$ cat src/bsp_pkg.sv
`default_nettype none
// ****************************************************************
// Byte slave port: shared constants
// ****************************************************************
package bsp_pkg;

  // ****************************************************************
  // Register offsets
  // ****************************************************************
  localparam logic [7:0] OFS_PORT_DATA   = 8'h08;
  localparam logic [7:0] OFS_CTRL_DATA   = 8'h09;
  localparam logic [7:0] OFS_PORT_DIR    = 8'h88;
  localparam logic [7:0] OFS_STATUS      = 8'h89;
  localparam logic [7:0] OFS_ANALOG_CFG  = 8'h9F;

  // ****************************************************************
  // Control and status field positions
  // ****************************************************************
  localparam int unsigned BIT_IBF        = 7;
  localparam int unsigned BIT_OBF        = 6;
  localparam int unsigned BIT_INPUT_OVERFLOW_FLAG       = 5;
  localparam int unsigned BIT_MODE       = 4;
  localparam int unsigned BIT_CS_DIR     = 2;
  localparam int unsigned BIT_WR_DIR     = 1;
  localparam int unsigned BIT_RD_DIR     = 0;

  // ****************************************************************
  // Reset values
  // ****************************************************************
  localparam logic [7:0] RST_PORT_DIR    = 8'hFF;
  localparam logic [2:0] RST_CTRL_DIR    = 3'h7;
  localparam logic [2:0] RST_ANALOG_CFG  = 3'h0;
  localparam logic [7:0] RST_PORT_LATCH  = 8'h00;
  localparam logic [2:0] RST_CTRL_LATCH  = 3'h0;

  // ****************************************************************
  // Analog configuration, read idle value and modes
  // ****************************************************************
  // Codes at or above this make all three control pins digital
  localparam logic [2:0] ACFG_DIGITAL_MIN = 3'h6;
  localparam logic [7:0] RDATA_IDLE       = 8'h00;

  typedef enum logic [1:0] {
    BSP_GPIO = 2'b01,
    BSP_PSP  = 2'b10
  } bsp_mode_t;

endpackage
`default_nettype wire

$ cat src/bsp_port.sv
`default_nettype none
// Notes on behaviour
// Eight data pins, each with its own direction bit.
// Slave-port mode turns the data port into a byte slave port.
// Three control pins with three independent direction bits.
// In slave mode control pins are strobes, set as digital inputs.
// Control pins selected analog read back as zero.
// Control direction bits drive pin enables even while pins are analog.
// After reset the control pins are analog and read zero.
// Input-full bit 7 set on received unread byte, read-only.
// Output-full bit 6 set while output latch holds unread byte.
// Overflow bit 5 set on write while byte unread; software clears it.
// Mode bit 4 selects slave port when one, GPIO when zero.
// Bits 2,1,0 set chip-select, write, read pin directions; one is input.
// Selected and read low: output latch drives the data pins.
// Selected and write low: data pins latched into input register.
// Chip select low selects; strobes act only while selected.
// Control/status register resets to 0000-111.
// Data port direction register resets to all ones.
// Write end latches data, flags set one cycle later.
// Write while input full overwrites old byte and raises overflow.
// Read start clears output-full until software writes new data after the read ends.
// Outside slave mode input-full and output-full held clear.
// GPIO write loads output latch; read returns sampled pin levels.
module bsp_port
  import bsp_pkg::*;
#(
  parameter int unsigned WIDTH     = 8,
  parameter int unsigned CTRL_PINS = 3
) (
  input  wire logic                 clk,
  input  wire logic                 resetn,
  input  wire logic [7:0]           reg_addr,
  input  wire logic [7:0]           reg_wdata,
  input  wire logic                 reg_wr,
  input  wire logic                 reg_rd,
  output var  logic [7:0]           reg_rdata,
  input  wire logic [WIDTH-1:0]     data_pin_in,
  output var  logic [WIDTH-1:0]     data_pin_out,
  output var  logic [WIDTH-1:0]     data_pin_oe,
  input  wire logic [CTRL_PINS-1:0] ctrl_pin_in,
  output var  logic [CTRL_PINS-1:0] ctrl_pin_out,
  output var  logic [CTRL_PINS-1:0] ctrl_pin_oe,
  output var  logic                 slave_port_irq_flag
);

  // ****************************************************************
  // Declarations
  // ****************************************************************
  logic [WIDTH+CTRL_PINS-1:0] sync1_ff;
  logic [WIDTH+CTRL_PINS-1:0] sync2_ff;
  logic [WIDTH-1:0]           pdir_ff;
  logic [WIDTH-1:0]           out_latch_ff;
  logic [WIDTH-1:0]           in_latch_ff;
  logic [WIDTH-1:0]           hold_ff;
  logic [CTRL_PINS-1:0]       ctrl_dir_ff;
  logic [CTRL_PINS-1:0]       ctrl_latch_ff;
  logic [2:0]                 acfg_ff;
  logic                       mode_ff;
  logic                       ibf_ff;
  logic                       obf_ff;
  logic                       input_overflow_flag_ff;
  logic                       wr_act_ff;
  logic                       rd_act_ff;
  logic                       wdone_ff;
  logic                       rdone_ff;
  logic [7:0]                 rdata_ff;
  logic [WIDTH-1:0]           pin_out_ff;
  logic [WIDTH-1:0]           pin_oe_ff;
  logic [CTRL_PINS-1:0]       cpin_oe_ff;
  logic                       irq_ff;

  logic [WIDTH-1:0]           pd_s;
  logic [CTRL_PINS-1:0]       pe_s;
  logic [CTRL_PINS-1:0]       pe_read;
  logic                       analog_sel;
  logic                       cs_n_s;
  logic                       wr_n_s;
  logic                       rd_n_s;
  logic                       selected;
  logic                       wr_act;
  logic                       rd_act;
  logic                       wend;
  logic                       rd_start;
  logic                       rend;
  logic                       hit_data;
  logic                       hit_ctrl;
  logic                       hit_dir;
  logic                       hit_stat;
  logic                       hit_acfg;
  logic                       wr_data;
  logic                       wr_stat;
  logic                       rd_data;
  logic [7:0]                 status_word;
  logic [7:0]                 nxt_rdata;
  logic [WIDTH-1:0]           nxt_pin_out;
  logic [WIDTH-1:0]           nxt_pin_oe;
  logic                       nxt_ibf;
  logic                       nxt_obf;
  logic                       nxt_input_overflow_flag;
  bsp_mode_t                  mode_state;

  // ****************************************************************
  // Pin synchronisers
  // ****************************************************************
  // Strobes arrive from another system; only stage two is read
  always_ff @(posedge clk or negedge resetn) begin
    if (!resetn) begin
      // Strobe bits reset idle high, else a false write follows reset
      sync1_ff <= {{CTRL_PINS{1'b1}}, {WIDTH{1'b0}}};
      sync2_ff <= {{CTRL_PINS{1'b1}}, {WIDTH{1'b0}}};
    end else begin
      sync1_ff <= {ctrl_pin_in, data_pin_in};
      sync2_ff <= sync1_ff;
    end
  end

  assign pd_s = sync2_ff[WIDTH-1:0];
  assign pe_s = sync2_ff[WIDTH+CTRL_PINS-1:WIDTH];

  // ****************************************************************
  // Analog selection and strobe decode
  // ****************************************************************
  assign analog_sel = (acfg_ff < ACFG_DIGITAL_MIN);
  assign pe_read    = analog_sel ? '0 : pe_s;
  assign mode_state = mode_ff ? BSP_PSP : BSP_GPIO;
  // Strobes read as digital so a stray analog setting cannot stall it
  assign cs_n_s     = pe_s[BIT_CS_DIR];
  assign wr_n_s     = pe_s[BIT_WR_DIR];
  assign rd_n_s     = pe_s[BIT_RD_DIR];
  assign selected   = (mode_state == BSP_PSP) && !cs_n_s;
  assign wr_act     = selected && !wr_n_s;
  assign rd_act     = selected && !rd_n_s;
  assign wend       = wr_act_ff && !wr_act;
  assign rd_start   = rd_act && !rd_act_ff;
  assign rend       = rd_act_ff && !rd_act;

  // ****************************************************************
  // Register decode
  // ****************************************************************
  assign hit_data = (reg_addr == OFS_PORT_DATA);
  assign hit_ctrl = (reg_addr == OFS_CTRL_DATA);
  assign hit_dir  = (reg_addr == OFS_PORT_DIR);
  assign hit_stat = (reg_addr == OFS_STATUS);
  assign hit_acfg = (reg_addr == OFS_ANALOG_CFG);
  assign wr_data  = reg_wr && hit_data;
  assign wr_stat  = reg_wr && hit_stat;
  assign rd_data  = reg_rd && hit_data;

  assign status_word = {ibf_ff, obf_ff, input_overflow_flag_ff, mode_ff, 1'b0,
                        ctrl_dir_ff};

  assign nxt_rdata =
      !reg_rd  ? RDATA_IDLE :
      hit_data ? (mode_ff ? in_latch_ff : pd_s) :
      hit_ctrl ? {5'h00, pe_read} :
      hit_dir  ? pdir_ff :
      hit_stat ? status_word :
      hit_acfg ? {5'h00, acfg_ff} :
                 RDATA_IDLE;

  // ****************************************************************
  // Register file
  // ****************************************************************
  always_ff @(posedge clk or negedge resetn) begin
    if (!resetn) begin
      pdir_ff       <= RST_PORT_DIR;
      ctrl_dir_ff   <= RST_CTRL_DIR;
      mode_ff       <= 1'b0;
      acfg_ff       <= RST_ANALOG_CFG;
      out_latch_ff  <= RST_PORT_LATCH;
      ctrl_latch_ff <= RST_CTRL_LATCH;
    end else begin
      if (hit_dir && reg_wr) begin
        pdir_ff <= reg_wdata;
      end
      if (wr_stat) begin
        mode_ff     <= reg_wdata[BIT_MODE];
        ctrl_dir_ff <= reg_wdata[BIT_CS_DIR:BIT_RD_DIR];
      end
      if (hit_acfg && reg_wr) begin
        acfg_ff <= reg_wdata[2:0];
      end
      if (wr_data) begin
        out_latch_ff <= reg_wdata;
      end
      if (hit_ctrl && reg_wr) begin
        ctrl_latch_ff <= reg_wdata[CTRL_PINS-1:0];
      end
    end
  end

  // ****************************************************************
  // Slave port flags
  // ****************************************************************
  // Hardware set wins over a software clear in the same cycle, but GPIO mode still clears input-full
  assign nxt_ibf  = !mode_ff  ? 1'b0 :
                    wdone_ff  ? 1'b1 :
                    rd_data   ? 1'b0 : ibf_ff;
  // Write during an external read leaves the flag clear
  assign nxt_obf  = !mode_ff  ? 1'b0 :
                    rd_act    ? 1'b0 :
                    wr_data   ? 1'b1 : obf_ff;
  assign nxt_input_overflow_flag = (wdone_ff && ibf_ff) ? 1'b1 :
                    wr_stat ? reg_wdata[BIT_INPUT_OVERFLOW_FLAG] : input_overflow_flag_ff;

  always_ff @(posedge clk or negedge resetn) begin
    if (!resetn) begin
      ibf_ff    <= 1'b0;
      obf_ff    <= 1'b0;
      input_overflow_flag_ff   <= 1'b0;
      wr_act_ff <= 1'b0;
      rd_act_ff <= 1'b0;
      wdone_ff  <= 1'b0;
      rdone_ff  <= 1'b0;
      irq_ff    <= 1'b0;
    end else begin
      ibf_ff    <= nxt_ibf;
      obf_ff    <= nxt_obf;
      input_overflow_flag_ff   <= nxt_input_overflow_flag;
      wr_act_ff <= wr_act;
      rd_act_ff <= rd_act;
      wdone_ff  <= wend;
      rdone_ff  <= rend;
      irq_ff    <= wdone_ff || rdone_ff;
    end
  end

  // ****************************************************************
  // Input latch
  // ****************************************************************
  // Data held from the last low-strobe cycle, not the release edge
  always_ff @(posedge clk or negedge resetn) begin
    if (!resetn) begin
      hold_ff     <= RST_PORT_LATCH;
      in_latch_ff <= RST_PORT_LATCH;
    end else begin
      if (wr_act) begin
        hold_ff <= pd_s;
      end
      if (wend) begin
        in_latch_ff <= hold_ff;
      end
    end
  end

  // ****************************************************************
  // Pin drivers
  // ****************************************************************
  assign nxt_pin_out = mode_ff ? out_latch_ff : out_latch_ff;
  assign nxt_pin_oe  = mode_ff ? {WIDTH{rd_act}} :
                                 ~pdir_ff;

  always_ff @(posedge clk or negedge resetn) begin
    if (!resetn) begin
      pin_out_ff <= RST_PORT_LATCH;
      pin_oe_ff  <= '0;
      cpin_oe_ff <= '0;
      rdata_ff   <= RDATA_IDLE;
    end else begin
      pin_out_ff <= nxt_pin_out;
      pin_oe_ff  <= nxt_pin_oe;
      cpin_oe_ff <= ~ctrl_dir_ff;
      rdata_ff   <= nxt_rdata;
    end
  end

  assign data_pin_out        = pin_out_ff;
  assign data_pin_oe         = pin_oe_ff;
  assign ctrl_pin_out        = ctrl_latch_ff;
  assign ctrl_pin_oe         = cpin_oe_ff;
  assign reg_rdata           = rdata_ff;
  assign slave_port_irq_flag = irq_ff;
endmodule
`default_nettype wire

$ cat config.mk
export PLATFORM = sky130hd
export DESIGN_NAME = bsp_port
export DESIGN_NICKNAME = d
export VERILOG_FILES = /design/src/bsp_pkg.sv /design/src/bsp_port.sv
export SDC_FILE = /design/constraint.sdc
export NUM_CORES = 1
export LEC_CHECK = 0
export ABC_AREA = 1
export BUFFER_PORTS_ARGS = -buffer_cell sky130_fd_sc_hd__buf_2
export CAP_MARGIN = 20
export CORE_UTILIZATION = 50
export CTS_CLUSTER_SIZE = 14
export DETAILED_ROUTE_END_ITERATION = 16
export GPL_TIMING_DRIVEN = 0
export MAX_ROUTING_LAYER = met4
export PLACE_DENSITY = 0.74
export SLEW_MARGIN = 10
export SYNTH_ARGS = -nofsm -noshare
export SYNTH_HDL_FRONTEND = slang
export SYNTH_SLANG_ARGS = --single-unit
$ cat constraint.sdc
create_clock -name clk -period 1.5 [get_ports clk]
set_input_delay 0.225 -clock clk [delete_from_list [all_inputs] [get_ports clk]]
set_output_delay 0.225 -clock clk [all_outputs]
set_load 0.05 [all_outputs]
# After elaboration in Yosys (flattened, before gate mapping)
# Index checks and enable logic that the tools add are counted.
# op_classes
magnitude_cmp	1
n_eq_ne	8
n_mux	18
bitwise_logic	2
n_reduce_logical	19
# op_table
operator	n
$mux 8	7
$eq 8x8->1 const B	3
$eq 8x4->1 const B	2
$logic_and 1x1->1	12
$mux 1	8
$not 8->8	1
$mux 3	2
$ne 3x1->1 const B	2
$logic_not 1->1	5
$lt 3x3->1 const B	1
$not 3->3	1
$eq 2x2->1 const B	1
$mux 2	1
$reduce_bool 2->1	1
$logic_or 1x1->1	1
# word_totals
register_bits	99
inputBits	31
word_cells	70

# Longest topological paths before layout
# Gate-level depths: netlist of run 1.
# depth
word_depth	7
depth_mapped	9

# Worst setup path after synthesis of run 1
# No wires, ideal clock.
# synth_path
kind	register to register
start	reg mode_ff
end	reg in_latch_ff[0]
setup_ns	0.116
arrival_ns	1.000
setup_slack_ns	0.384
path_stages_with_launch	9
n_path_buf	1
path_cell_list	dfrtp_1 buf_4 inv_2 nor3_4 inv_2 nand2_2 inv_2 nand2_1 nand2_1
# synth_between
elab_chain_cells	6
# synth_lines
item	line_no	rtl
start: declaration	bsp_port.sv:59	logic mode_ff;
start signal: assignment	bsp_port.sv:178	mode_ff <= reg_wdata[BIT_MODE];
$mux 2	bsp_port.sv:126	assign mode_state = mode_ff ? BSP_PSP : BSP_GPIO;
$eq 2x2->1	bsp_port.sv:131	assign selected = (mode_state == BSP_PSP) && !cs_n_s;
$logic_and 1x1->1	bsp_port.sv:131	
$logic_and 1x1->1	bsp_port.sv:132	assign wr_act = selected && !wr_n_s;
via wr_act	bsp_port.sv:81	logic wr_act;
$logic_not 1->1	bsp_port.sv:134	assign wend = wr_act_ff && !wr_act;
$logic_and 1x1->1	bsp_port.sv:134	
via wend	bsp_port.sv:83	logic wend;
end signal: assignment	bsp_port.sv:242	in_latch_ff <= hold_ff;
end: declaration	bsp_port.sv:54	logic [WIDTH-1:0] in_latch_ff;
# The timed path passes the listed nets, and every way through them passes these cells.
# A chain may end at the register's enable or synchronous reset.

# Worst setup path in the final report of run 1
# layout_path
start	reg mode_ff
end	reg rdata_ff[1] (netlist: reg_rdata[1])
# layout_between
elab_chain_cells	3
# layout_lines
item	line_no	rtl
$mux 8 (2 in a row)	bsp_port.sv:155	hit_data ? (mode_ff ? in_latch_ff : pd_s) :
$mux 8	bsp_port.sv:154	!reg_rd ? RDATA_IDLE :
via nxt_rdata[1]	bsp_port.sv:95	logic [7:0] nxt_rdata;
end signal: assignment	bsp_port.sv:264	rdata_ff <= nxt_rdata;
end: declaration	bsp_port.sv:67	logic [7:0] rdata_ff;
# The timed path passes the listed nets, and every way through them passes these cells.

==> results of run 1 <==
layout by cell type, fill, tap and decap left out, drive strengths merged:
| master | Yosys | routed |
|---|---|---|
| nand3 | 19 | 19 |
| clkbuf | 1 | 10 |
| bufinv | 0 | 1 |
| dlygate4sd3 | 0 | 12 |
| clkinvlp | 0 | 1 |
| buf | 5 | 67 |
| nor2 | 28 | 28 |
| nand2 | 128 | 128 |
| o21a | 4 | 4 |
| a21oi | 2 | 2 |
| nor3 | 2 | 2 |
| or2 | 1 | 1 |
| inv | 38 | 41 |
| dfstp | 17 | 17 |
| o21ai | 41 | 41 |
| clkinv | 0 | 2 |
| dfrtp | 82 | 82 |
| o211ai | 5 | 5 |
layer usage:
layer / GRT usage (%) / part of all wire [%]
met3: 4.52 / 3.4
met4: 10.1 / 2.4
met2: 32.8 / 48
met1: 27.1 / 46
met5: - / 0
through the flow:
step / worst slack, ns / setup TNS, ns / hold WS [ns] / instances / instance area (µm²)
after global placement: -0.679 / -58.56 / 0.331 / 533 / 4230
after CTS: 0.133 / 0 / 0.0606 / 562 / 4580
after floorplan: 0.384 / 0 / -0.0706 / 373 / 3800
after global routing: 0.0340 / 0 / 0.0570 / 562 / 4590
after detailed placement: 0.148 / 0 / 0.187 / 534 / 4260
final: 0.182 / 0 / 0.0622 / 562 / 4590
flip-flops by register name, summed over array words and instances (netlist names):
signal,cells
sync1_ff,11
sync2_ff,11
data_pin_oe,8
data_pin_out,8
hold_ff,8
in_latch_ff,8
nxt_pin_out,8
pdir_ff,8
reg_rdata,8
acfg_ff,3
ctrl_dir_ff,3
ctrl_pin_oe,3
ctrl_pin_out,3
ibf_ff,1
input_overflow_flag_ff,1
mode_ff,1
obf_ff,1
rd_act_ff,1
rdone_ff,1
slave_port_irq_flag,1
wdone_ff,1
wr_act_ff,1
power by group through the flow:
stage	combinational (W)	clock, W	sequential [W]
after floorplan	0.000226	0	0.00317
after global placement	0.000588	0	0.00301
after detailed placement	0.000616	0	0.00302
after CTS	0.000643	0.00179	0.00297
after global routing	0.000706	0.00188	0.00300
final	0.000638	0.00175	0.00297
worst paths after layout:
kind | from | cells after the start | to
setup / recovery | mode_ff$_DFFE_PN0P_ | 7 | reg_rdata[1]$_DFF_PN0_
hold / removal | reg_wdata[7] | 3 | pdir_ff[7]$_DFFE_PN1P_
setup reg to reg | mode_ff$_DFFE_PN0P_ | 7 | reg_rdata[1]$_DFF_PN0_
hold reg to reg | sync1_ff[2]$_DFF_PN0_ | 0 | sync2_ff[2]$_DFF_PN0_
max in group asynchronous | resetn | 3 | ctrl_dir_ff[2]$_DFFE_PN1P_
min in group asynchronous | resetn | 2 | sync2_ff[6]$_DFF_PN0_
kinds of logic after synthesis:
group,share of synthesized area (%)
and+or+nand+nor,21.2
buffers and inverters,5.04
DFF,65.8
AOI/OAI and AO/OA,7.94
area by class of cell:
type / instances / area [µm²] / area share, %
timing repair buffer: 74 / 455 / 9.93
sequential: 99 / 2500 / 54.5
tap: 99 / 124 / 2.70
buffer: 6 / 43.8 / 0.955
inverter: 38 / 150 / 3.27
multi-input combinational: 230 / 1110 / 24.1
clock buffer: 9 / 124 / 2.70
clock inverter: 7 / 83.8 / 1.83
critical path, stage by stage (launching register included):
cell and delay [ns]:
dfrtp_1 0.37, buf_4 0.16, inv_2 0.10, buf_2 0.23
o21ai_0 0.10, nand2_1 0.07, nand2_1 0.04, nor2_1 0.16
what timing repair did:
item / 4_1_cts / 5_1_grt
endpoints found under the setup margin: 0 / 2
gates resized for setup: 0 / 1
hold endpoints to repair: 40 / 0
hold buffers: 12 / 0
==> metrics, run 1 <==
status finished clean; Max Cap Viol 0; filler instances roughly 620; fin. max-slew vios 0; RSZ-0062 raised after global routing false; total power ~0.0054 W; asr flop ratio synth 100%; layout cells sized above 1 28.9%; Vias between 2000 and 3000; CP Launch Type register; Vias/cell 4.76; clk root buf clkbuf_8; Routed Wire Length ~7200 µm; vias in the first global route about 2600; gpl congestion ~0.9; Die Wd 89.1 µm; Mapped Avg Cell Area just over 10 µm²; Die Y 89.1 µm; register-to-register setup slack 0.18 ns; detailed-router iteration count before antenna repair 4; largest vdd supply drop approximately 0.0006 V; synthesized instance count between 300 and 400; CTS Buf Count 9; min-delay worst type in2reg; wire length per cell 12.9 µm; Max Fclk 759 MHz; die area 7950 µm²; switching power approximately 0.0015 W; remaining antenna violation count after routing 0; Ant. Diodes 0; #FFs+latches synth between 90 and 100; Area contributors post-synth dfrtp_1 54%, dfstp_2 12%, nand2_1 12%; Post-CTS Setup Bufs 0; CP endpoint kind register; Port Buffers between 60 and 70; top_reg_cell synth dfrtp_1; first-pass GRT wire length ~12000 µm; Layout Skew a little over 0.008 ns; internal power around 0.0039 W; Critical Path Fanout Max 10; crit share post-route between 80% and 90%; clock transition at the registers of the reported paths 0.10 ns; Iteration-0 DRC Markers approximately 130; antenna violations before repair 0; TritonCTS clock tree done; Yosys warning total 0; DRC viols 0; Nets approximately 500; H-tree depth 3; Post-synth EDFFs 0; combinational share of power about an eighth; worst rel slew slack between 70% and 80%; Static Leak ~2.5 nW; clock tree buffer depth 2; Core ar. 7290 µm²; final setup vio count 0; Reg power frac between 50% and 60%; Initial Util a little over half; hpwl dp 5060 µm; top post-synthesis cells by count 118 x nand2_1, 82 x dfrtp_1, 37 x o21ai_0; GRT Resource Usage Total 21.3%; final hold vios 0; top-count cell post-synth nand2_1; sequential fraction of the synthesis area about two thirds; Syn Nets between 400 and 500; Clk Latency, worst-skew pair approximately 0.37 ns; Area Growth Syn to Fin 20.8%; final core utilization approximately 63%; clock network power share 32.7%; switch share about 28%; largest net degree at the start of global routing about 70; Yosys cell types 26; io pins a little over 60; crit path kind reg2reg; PwrDens about 1200 nW/µm²; largest area contributor in the netlist dfrtp_1; row cnt 31; CP Data Arrival Time 1.60 ns; aggregate global routing overflow 0; # clock sinks slightly below 100; Slew @ Worst Pin around 0.42 ns; Post-Syn Area between 3000 and 4000 µm²; WP data required 1.78 ns; Tmin final between 1 and 1.5 ns; area share of the largest cell type after synthesis 54.1%
Note: power is estimated with default switching activity, not from simulation.
==> run 2, diff against run 1 <==
- ABC_AREA: 1 -> default
- BUFFER_PORTS_ARGS: -buffer_cell sky130_fd_sc_hd__buf_2 -> -buffer_cell sky130_fd_sc_hd__clkbuf_2
==> run 2 against run 1 <==
  * The flow now finishes with violations (setup timing)
  * First-iteration DRC count grew 6.1%
  * Flip-flop and latch count unchanged
  * Critical path depth grew 1
  * Sequential power fell by 2%
  * Routed wire length down 11%
  * Final area fell by 0.52%
  * Sequential share of layout area up 0.28 points
  * Fmax is 20% lower
  * Setup slack worse by 0.32 ns
  * Critical path type is now in2reg
  * Critical endpoint is now nxt_pin_out[1]$_DFFE_PN0P_
==> metrics, run 2 <==
Tmin final 1.64 ns (was 1.32 ns); CTS Buf Count 9 (unchanged); antenna violations before repair 0 (unchanged); clk root buf clkbuf_8 (unchanged); Hold Slack 0.108 ns (was 0.0622 ns); clock tree buffer depth 2 (unchanged); Nets 357 (was 489); GRT Resource Usage Total 19.2% (was 21.3%); H-tree depth 3 (unchanged); highest-count cells in the layout ignoring fill and taps 82 x dfrtp_1, 60 x clkbuf_2, 31 x mux2_2 (was 118 x nand2_1, 82 x dfrtp_1, 62 x buf_2); most common cell after layout, fill and taps aside dfrtp_1 (was nand2_1); Slowest-stage cell, CP or3_4 (was dfrtp_1); Post-Syn Area 3570 µm² (was 3800 µm²); post-synthesis simple-gate area fraction 5.71% (was 21.2%); Crit path top cell by count buf_6 (was nand2_1); Post-synth EDFFs 0 (unchanged); Vias/cell 5.04 (was 4.76); register area 2500 µm² (unchanged); WHS Path Cells 2 (was 3); layout cells sized above 1 48.0% (was 28.9%); status finished with violations (was finished clean); Initial Util 52.3% (was 52.1%); setup ws final -0.138 ns (was 0.182 ns); crit path kind in2reg (was reg2reg); Area contributors post-synth dfrtp_1 57%, mux2_2 13%, dfstp_2 13% (was dfrtp_1 54%, dfstp_2 12%, nand2_1 12%); Crit path max-delay family simple AND/OR/NAND/NOR gates (was buffers and inverters); Clk Latency, worst-skew pair 0.36 ns (was 0.37 ns); asr flop ratio synth 100% (unchanged); Routed Wire Length 6420 µm (was 7230 µm); largest vdd supply drop 0.000555 V (was 0.000593 V); Final Cell Area 4560 µm² (was 4590 µm²); PwrDens 1170 nW/µm² (about the same); io pins 62 (unchanged); area of the multi-input gates 1090 µm² (was 1110 µm²); sequential fraction of the synthesis area 70.0% (was 65.8%); Iteration-0 DRC Markers 140 (was 132); Core ar. 6830 µm² (was 7290 µm²); Yosys cell types 36 (was 26); worst rel slew slack 50.3% (was 71.9%); register-to-register setup slack 0.07 ns (was 0.18 ns); adder-cell share of the synthesized area 0% (unchanged); first-pass GRT wire length 10200 µm (was 12000 µm); Reg2Reg Launch Point ctrl_dir_ff[1]$_DFFE_PN1P_ (was mode_ff$_DFFE_PN0P_); top post-synthesis cells by count 82 x dfrtp_1, 42 x mux2_2, 17 x dfstp_2 (was 118 x nand2_1, 82 x dfrtp_1, 37 x o21ai_0); Reg-to-Reg End reg_rdata[1]$_DFF_PN0_ (unchanged); wire length per cell 15.0 µm (was 12.9 µm); Syn Nets 268 (was 404); row cnt 30 (was 31); final hold vios 0 (unchanged); final core utilization 66.8% (was 62.9%); Die Y 86.5 µm (was 89.1 µm); filler instances 514 (was 624); worst-path cell chain buf_6 > or3_4 > or2_1 > buf_6 > nor4b_4 > buf_4 > clkbuf_16 > mux2_4 (was buf_4 > inv_2 > buf_2 > o21ai_0 > nand2_1 > nand2_1 > nor2_1); remaining antenna violation count after routing 0 (unchanged); Yosys warning total 0 (unchanged); synthesized instance count 237 (was 373); WP data required 1.74 ns (was 1.78 ns); area share of the largest cell type after synthesis 57.5% (was 54.1%); Port Buffers 61 (unchanged); largest stage delay on the critical path 0.37 ns (about the same); TritonCTS clock tree done (unchanged); CP endpoint kind register (unchanged); top-count cell post-synth dfrtp_1 (was nand2_1); Largest regs sync1_ff x11, sync2_ff x11 (unchanged); post-place setup slack -0.822 ns (was 0.148 ns); Synth Area in XOR/XNOR 0% (unchanged); Hold Path Origin reg_wdata[6] (was reg_wdata[7]); Vias 2150 (was 2677); final setup vio count 12 (was 0); Layout Skew 0.0102 ns (was 0.00819 ns); # clock sinks 99 (unchanged); die area 7480 µm² (was 7950 µm²); CP Data Arrival Time 1.88 ns (was 1.60 ns); dpl cell area 4040 µm² (was 4260 µm²); post-synthesis mux area share 17.2% (was 0%); largest area contributor in the netlist dfrtp_1 (unchanged); CP Launch Type input port (was register); largest family of logic cells by synthesized area multiplexers (was simple AND/OR/NAND/NOR gates); gpl congestion 0.865 (was 0.898); aggregate global routing overflow 0 (unchanged); failing checks setup timing; RSZ-0062 raised after global routing true (was false); min-delay worst type in2reg (unchanged); Mapped Avg Cell Area 15.1 µm² (was 10.2 µm²); fin. max-slew vios 0 (unchanged); Area Growth Syn to Fin 27.8% (was 20.8%); vias in the first global route 2000 (was 2645); #FFs+latches synth 99 (unchanged); Worst R2R Path Depth 4 (was 7); Synth Area in Compound Gates 5.15% (was 7.94%); largest net degree at the start of global routing 100 (was 68); clock transition at the registers of the reported paths 0.10 ns (about the same); top_reg_cell synth dfrtp_1 (unchanged); Ant. Diodes 0 (unchanged); crit share post-route 109% (was 87.9%); worst path buffer plus inverter count 4 (was 3); Max Fclk 611 MHz (was 759 MHz); total power 0.00532 W (was 0.00536 W); detailed-router iteration count before antenna repair 4 (unchanged); hpwl dp 4020 µm (was 5060 µm); Max Cap Viol 0 (unchanged); Static Leak 2.17 nW (was 2.46 nW); DRC viols 0 (unchanged); hold endpoint nxt_pin_out[6]$_DFFE_PN0P_ (was pdir_ff[7]$_DFFE_PN1P_); Critical Path Fanout Max 4 (was 10); Slew @ Worst Pin 0.746 ns (was 0.421 ns); Die Wd 86.5 µm (was 89.1 µm)
==> run 2: cell types whose count changed in the layout (fill, tap and decap cells not counted), sizes merged, moves of 6 or more <==
cell / before / now
buf: 67 / 11
clkbuf: 10 / 75
inv: 41 / 10
mux2: 0 / 42
mux2i: 0 / 14
nand2: 128 / 5
nand3: 19 / 3
nor2: 28 / 5
o21ai: 41 / 11
o22ai: 0 / 6
==> run 2: area by class of cell <==
| type | instances | area share [%] |
|---|---|---|
| plain buffers | 7 | 1.04 |
| clock buffers | 10 | 3.02 |
| clock inverters | 6 | 2.11 |
| inverters | 8 | 0.658 |
| multi-input cells | 120 | 23.9 |
| flip-flops and latches | 99 | 54.8 |
| well taps | 96 | 2.63 |
| repair buffers | 81 | 11.9 |
==> run 2: report_power, final <==
group / total (W) / internal (W) / switching, W
sequential: 0.00290 / 0.00283 / 0.0000690
clock: 0.00191 / 0.00100 / 0.000909
combinational: 0.000503 / 0.000190 / 0.000313
==> run 2: worst reg2reg max path: cells and delay by family (launching register included) <==
family / cells / cell delay (ns)
AOI/OAI and AO/OA: 3 / 0.76
DFF: 1 / 0.53
buffers and inverters: 1 / 0.05
==> run 2: cell families (layout without fill, tap and decap cells) <==
| logic type | after synthesis | in the layout |
|---|---|---|
| flip-flops | 99 | 99 |
| AND/OR/NAND/NOR | 34 | 34 |
| multiplexers | 56 | 56 |
| AO/OA/AOI/OAI | 30 | 30 |
| buffers and inverters | 18 | 112 |
==> run 2: layer usage <==
metal  GRT usage [%]  wire length [µm]  vias to the layer above
met3            3.43               268                       10
met5               -                 0                        -
met1            25.9              2960                     1062
met4            9.55               124                        0
met2            28.3              3070                       67
li1                -                 -                     1011
==> run 2: how the worst max path moves through the flow <==
stage	depth (start not counted)	endpoint	from
floorplan	6	nxt_pin_out[0]$_DFFE_PN0P_	reg_addr[5]
global placement	1	sync1_ff[7]$_DFF_PN0_	resetn
detailed placement	7	nxt_pin_out[2]$_DFFE_PN0P_	reg_addr[5]
CTS	7	nxt_pin_out[2]$_DFFE_PN0P_	reg_addr[5]
global route	8	nxt_pin_out[1]$_DFFE_PN0P_	reg_addr[1]
finish	8	nxt_pin_out[1]$_DFFE_PN0P_	reg_addr[1]
==> run 2: metrics by stage <==
stage	std cells	setup TNS, ns
finish	427	-0.955
global placement	394	-102.77
detailed placement	394	-22.02
global route	427	-1.24
CTS	421	-1.14
floorplan	237	-8.34
==> run 2: what timing repair did <==
item,CTS,global route
setup buffers,2,5
gates resized for setup,8,12
endpoints found under the hold margin,93,0
gates cloned,0,1
setup endpoints to repair,50,12
hold buffers,12,0
pin swaps,2,5
==> run 3, diff against run 2 <==
- clock period: 1.5 -> 1.7 ns (I/O delays scaled with it)
==> run 3 against run 2 <==
  * The flow now finishes without violations
  * Largest cell class unchanged
  * First-iteration DRC count grew 24%
  * Critical endpoint unchanged
  * Flip-flop and latch count stayed put
  * Largest power group unchanged
  * Critical path depth shrank 1
==> metrics, run 3 (synthesized netlist as in run 2, its figures left out) <==
antenna violations before repair 0 (unchanged); post-place setup slack -0.642 ns (was -0.822 ns); met3 global-route usage 3.33% (was 3.43%); Ant. Diodes 0 (unchanged); Port Buffers 61 (unchanged); clock network power share 36.6% (was 36.0%); vias in the first global route 2033 (was 2000); Reg2Reg Launch Point sync2_ff[10]$_DFF_PN1_ (was ctrl_dir_ff[1]$_DFFE_PN1P_); Die Wd 86.5 µm (unchanged); Area Growth Syn to Fin 25.0% (was 27.8%); switch share 22.9% (was 24.3%); io pins 62 (unchanged); Critical Path Sink nxt_pin_out[1]$_DFFE_PN0P_ (unchanged); highest-count cells in the layout ignoring fill and taps 82 x dfrtp_1, 62 x clkbuf_2, 39 x mux2_2 (was 82 x dfrtp_1, 60 x clkbuf_2, 31 x mux2_2); gpl congestion 0.829 (was 0.865); RSZ-0062 raised after global routing true (unchanged); min-delay worst type in2reg (unchanged); fin. max-slew vios 0 (unchanged); WP data required 1.94 ns (was 1.74 ns); Clk Latency, worst-skew pair 0.35 ns (was 0.36 ns); largest vdd supply drop 0.000578 V (was 0.000555 V); final hold vios 0 (unchanged); Vias/cell 4.96 (was 5.04); remaining antenna violation count after routing 0 (unchanged); largest net degree at the start of global routing 100 (unchanged); setup ws final 0.0281 ns (was -0.138 ns); Iteration-0 DRC Markers 174 (was 140); # clock sinks 99 (unchanged); crit path kind in2reg (unchanged); clk root buf clkbuf_8 (unchanged); Static Leak 2.14 nW (was 2.17 nW); Hold Slack 0.149 ns (was 0.108 ns); Reg power frac 54.1% (was 54.5%); aggregate global routing overflow 0 (unchanged); detailed-router iteration count before antenna repair 4 (unchanged); hpwl dp 4100 µm (was 4020 µm); crit share post-route between 90% and 100%; combinational share of power 9.2% (was 9.5%); DRC viols 0 (unchanged); row cnt 30 (unchanged); Worst R2R Path Depth 4 (unchanged); clock transition at the registers of the reported paths 0.09 ns (was 0.10 ns); gr busiest metal met2 (unchanged); Reg-to-Reg End data_pin_oe[4]$_DFF_PN0_ (was reg_rdata[1]$_DFF_PN0_); GRT Resource Usage Total 18.9% (was 19.2%); CP startpoint reg_addr[4] (was reg_addr[1]); Vias 2120 (was 2150); die area 7480 µm² (unchanged); CP Launch Type input port (unchanged); Routed Wire Length 6170 µm (was 6420 µm); filler instances 534 (was 514); CTS Buf Count 9 (unchanged); PwrDens 1060 nW/µm² (was 1170 nW/µm²); Critical Path Fanout Max 5 (was 4); wire length per cell 14.4 µm (was 15.0 µm); Max Cap Viol 0 (unchanged); internal power 0.00364 W (was 0.00402 W); Tmin final between 1.5 and 2 ns; most common cell after layout, fill and taps aside dfrtp_1 (unchanged); Core ar. 6830 µm² (unchanged); worst rel slew slack 50.0% (was 50.3%); Die Y 86.5 µm (unchanged); CP endpoint kind register (unchanged); CP Data Arrival Time 1.91 ns (was 1.88 ns); Max Fclk 598 MHz; Largest regs sync1_ff x11, sync2_ff x11 (unchanged); Initial Util 52.3% (unchanged); register-to-register setup slack 0.21 ns (was 0.07 ns); TritonCTS clock tree done (unchanged); clock tree buffer depth 2 (unchanged); switching power 0.00108 W (was 0.00129 W); status finished clean (was finished with violations); met1 GRT Util 23.2% (was 25.9%); first-pass GRT wire length 10000 µm (was 10200 µm); final setup vio count 0 (was 12); Slew @ Worst Pin 0.750 ns (was 0.746 ns); Layout Skew 0.0125 ns (was 0.0102 ns); Nets 357 (unchanged); met2 global-route usage 29.1% (was 28.3%); H-tree depth 3 (unchanged); layout cells sized above 1 46.5% (was 48.0%)
run 3: power by group through the flow:
stage               clock network (W)  logic [W]  registers [W]
global route                  0.00185   0.000468        0.00257
floorplan                           0   0.000136        0.00271
CTS                           0.00178   0.000438        0.00256
global placement                    0   0.000403        0.00259
finish                        0.00173   0.000434        0.00255
detailed placement                  0   0.000411        0.00260
run 3: worst min-delay path by stage:
| stage | start | end | slack [ns] | cells after the start |
|---|---|---|---|---|
| floorplan | resetn | acfg_ff[0]$_DFFE_PN0P_ | -0.04 | 0 |
| global placement | sync1_ff[7]$_DFF_PN0_ | sync2_ff[7]$_DFF_PN0_ | 0.33 | 0 |
| detailed placement | sync1_ff[0]$_DFF_PN0_ | sync2_ff[0]$_DFF_PN0_ | 0.33 | 0 |
| CTS | reg_wdata[6] | pdir_ff[6]$_DFFE_PN1P_ | 0.13 | 2 |
| global route | reg_wdata[6] | pdir_ff[6]$_DFFE_PN1P_ | 0.14 | 2 |
| finish | reg_wdata[7] | nxt_pin_out[7]$_DFFE_PN0P_ | 0.15 | 2 |
run 3: routing by layer:
layer	up-vias	wire, µm
li1	1009	-
met1	1026	2800
met2	65	2920
met3	20	228
met4	0	213
met5	-	0
run 3: stage by stage:
step | cells | util (%) | area, µm² | setup TNS, ns | total power (W)
final | 427 | 65.3 | 4460 | 0 | 0.00472
after global routing | 427 | 65.3 | 4460 | -0.00702 | 0.00489
after CTS | 427 | 65.3 | 4460 | 0 | 0.00477
after detailed placement | 394 | 59.2 | 4040 | -11.92 | 0.00301
after global placement | 394 | 59.1 | 4040 | -77.09 | 0.00300
after floorplan | 237 | - | 3610 | -3.56 | 0.00284
run 3: layout make-up:
| cell class | count | area [µm²] | area share [%] |
|---|---|---|---|
| buffer | 9 | 53.8 | 1.21 |
| clock buffer | 10 | 128 | 2.86 |
| clock inverter | 6 | 113 | 2.52 |
| inverter | 8 | 30.0 | 0.673 |
| multi-input combinational | 120 | 1040 | 23.2 |
| sequential | 99 | 2500 | 56.0 |
| tap | 96 | 120 | 2.69 |
| timing repair buffer | 79 | 483 | 10.8 |
run 3: worst max-delay path, cell delays in order:
cell	delay [ns]
clkbuf_2	0.09
or3_4	0.38
or2_1	0.24
buf_6	0.12
nor4b_4	0.31
buf_6	0.18
mux2_2	0.33
run 3: repair_timing:
item                                    CTS  global route
endpoints found under the setup margin   20            26
endpoints found under the hold margin    75             0
hold buffers                             12             0
gates resized for setup                   5             2
pin swaps                                 5             1
setup buffers                             5             0
cloned                                    1             0
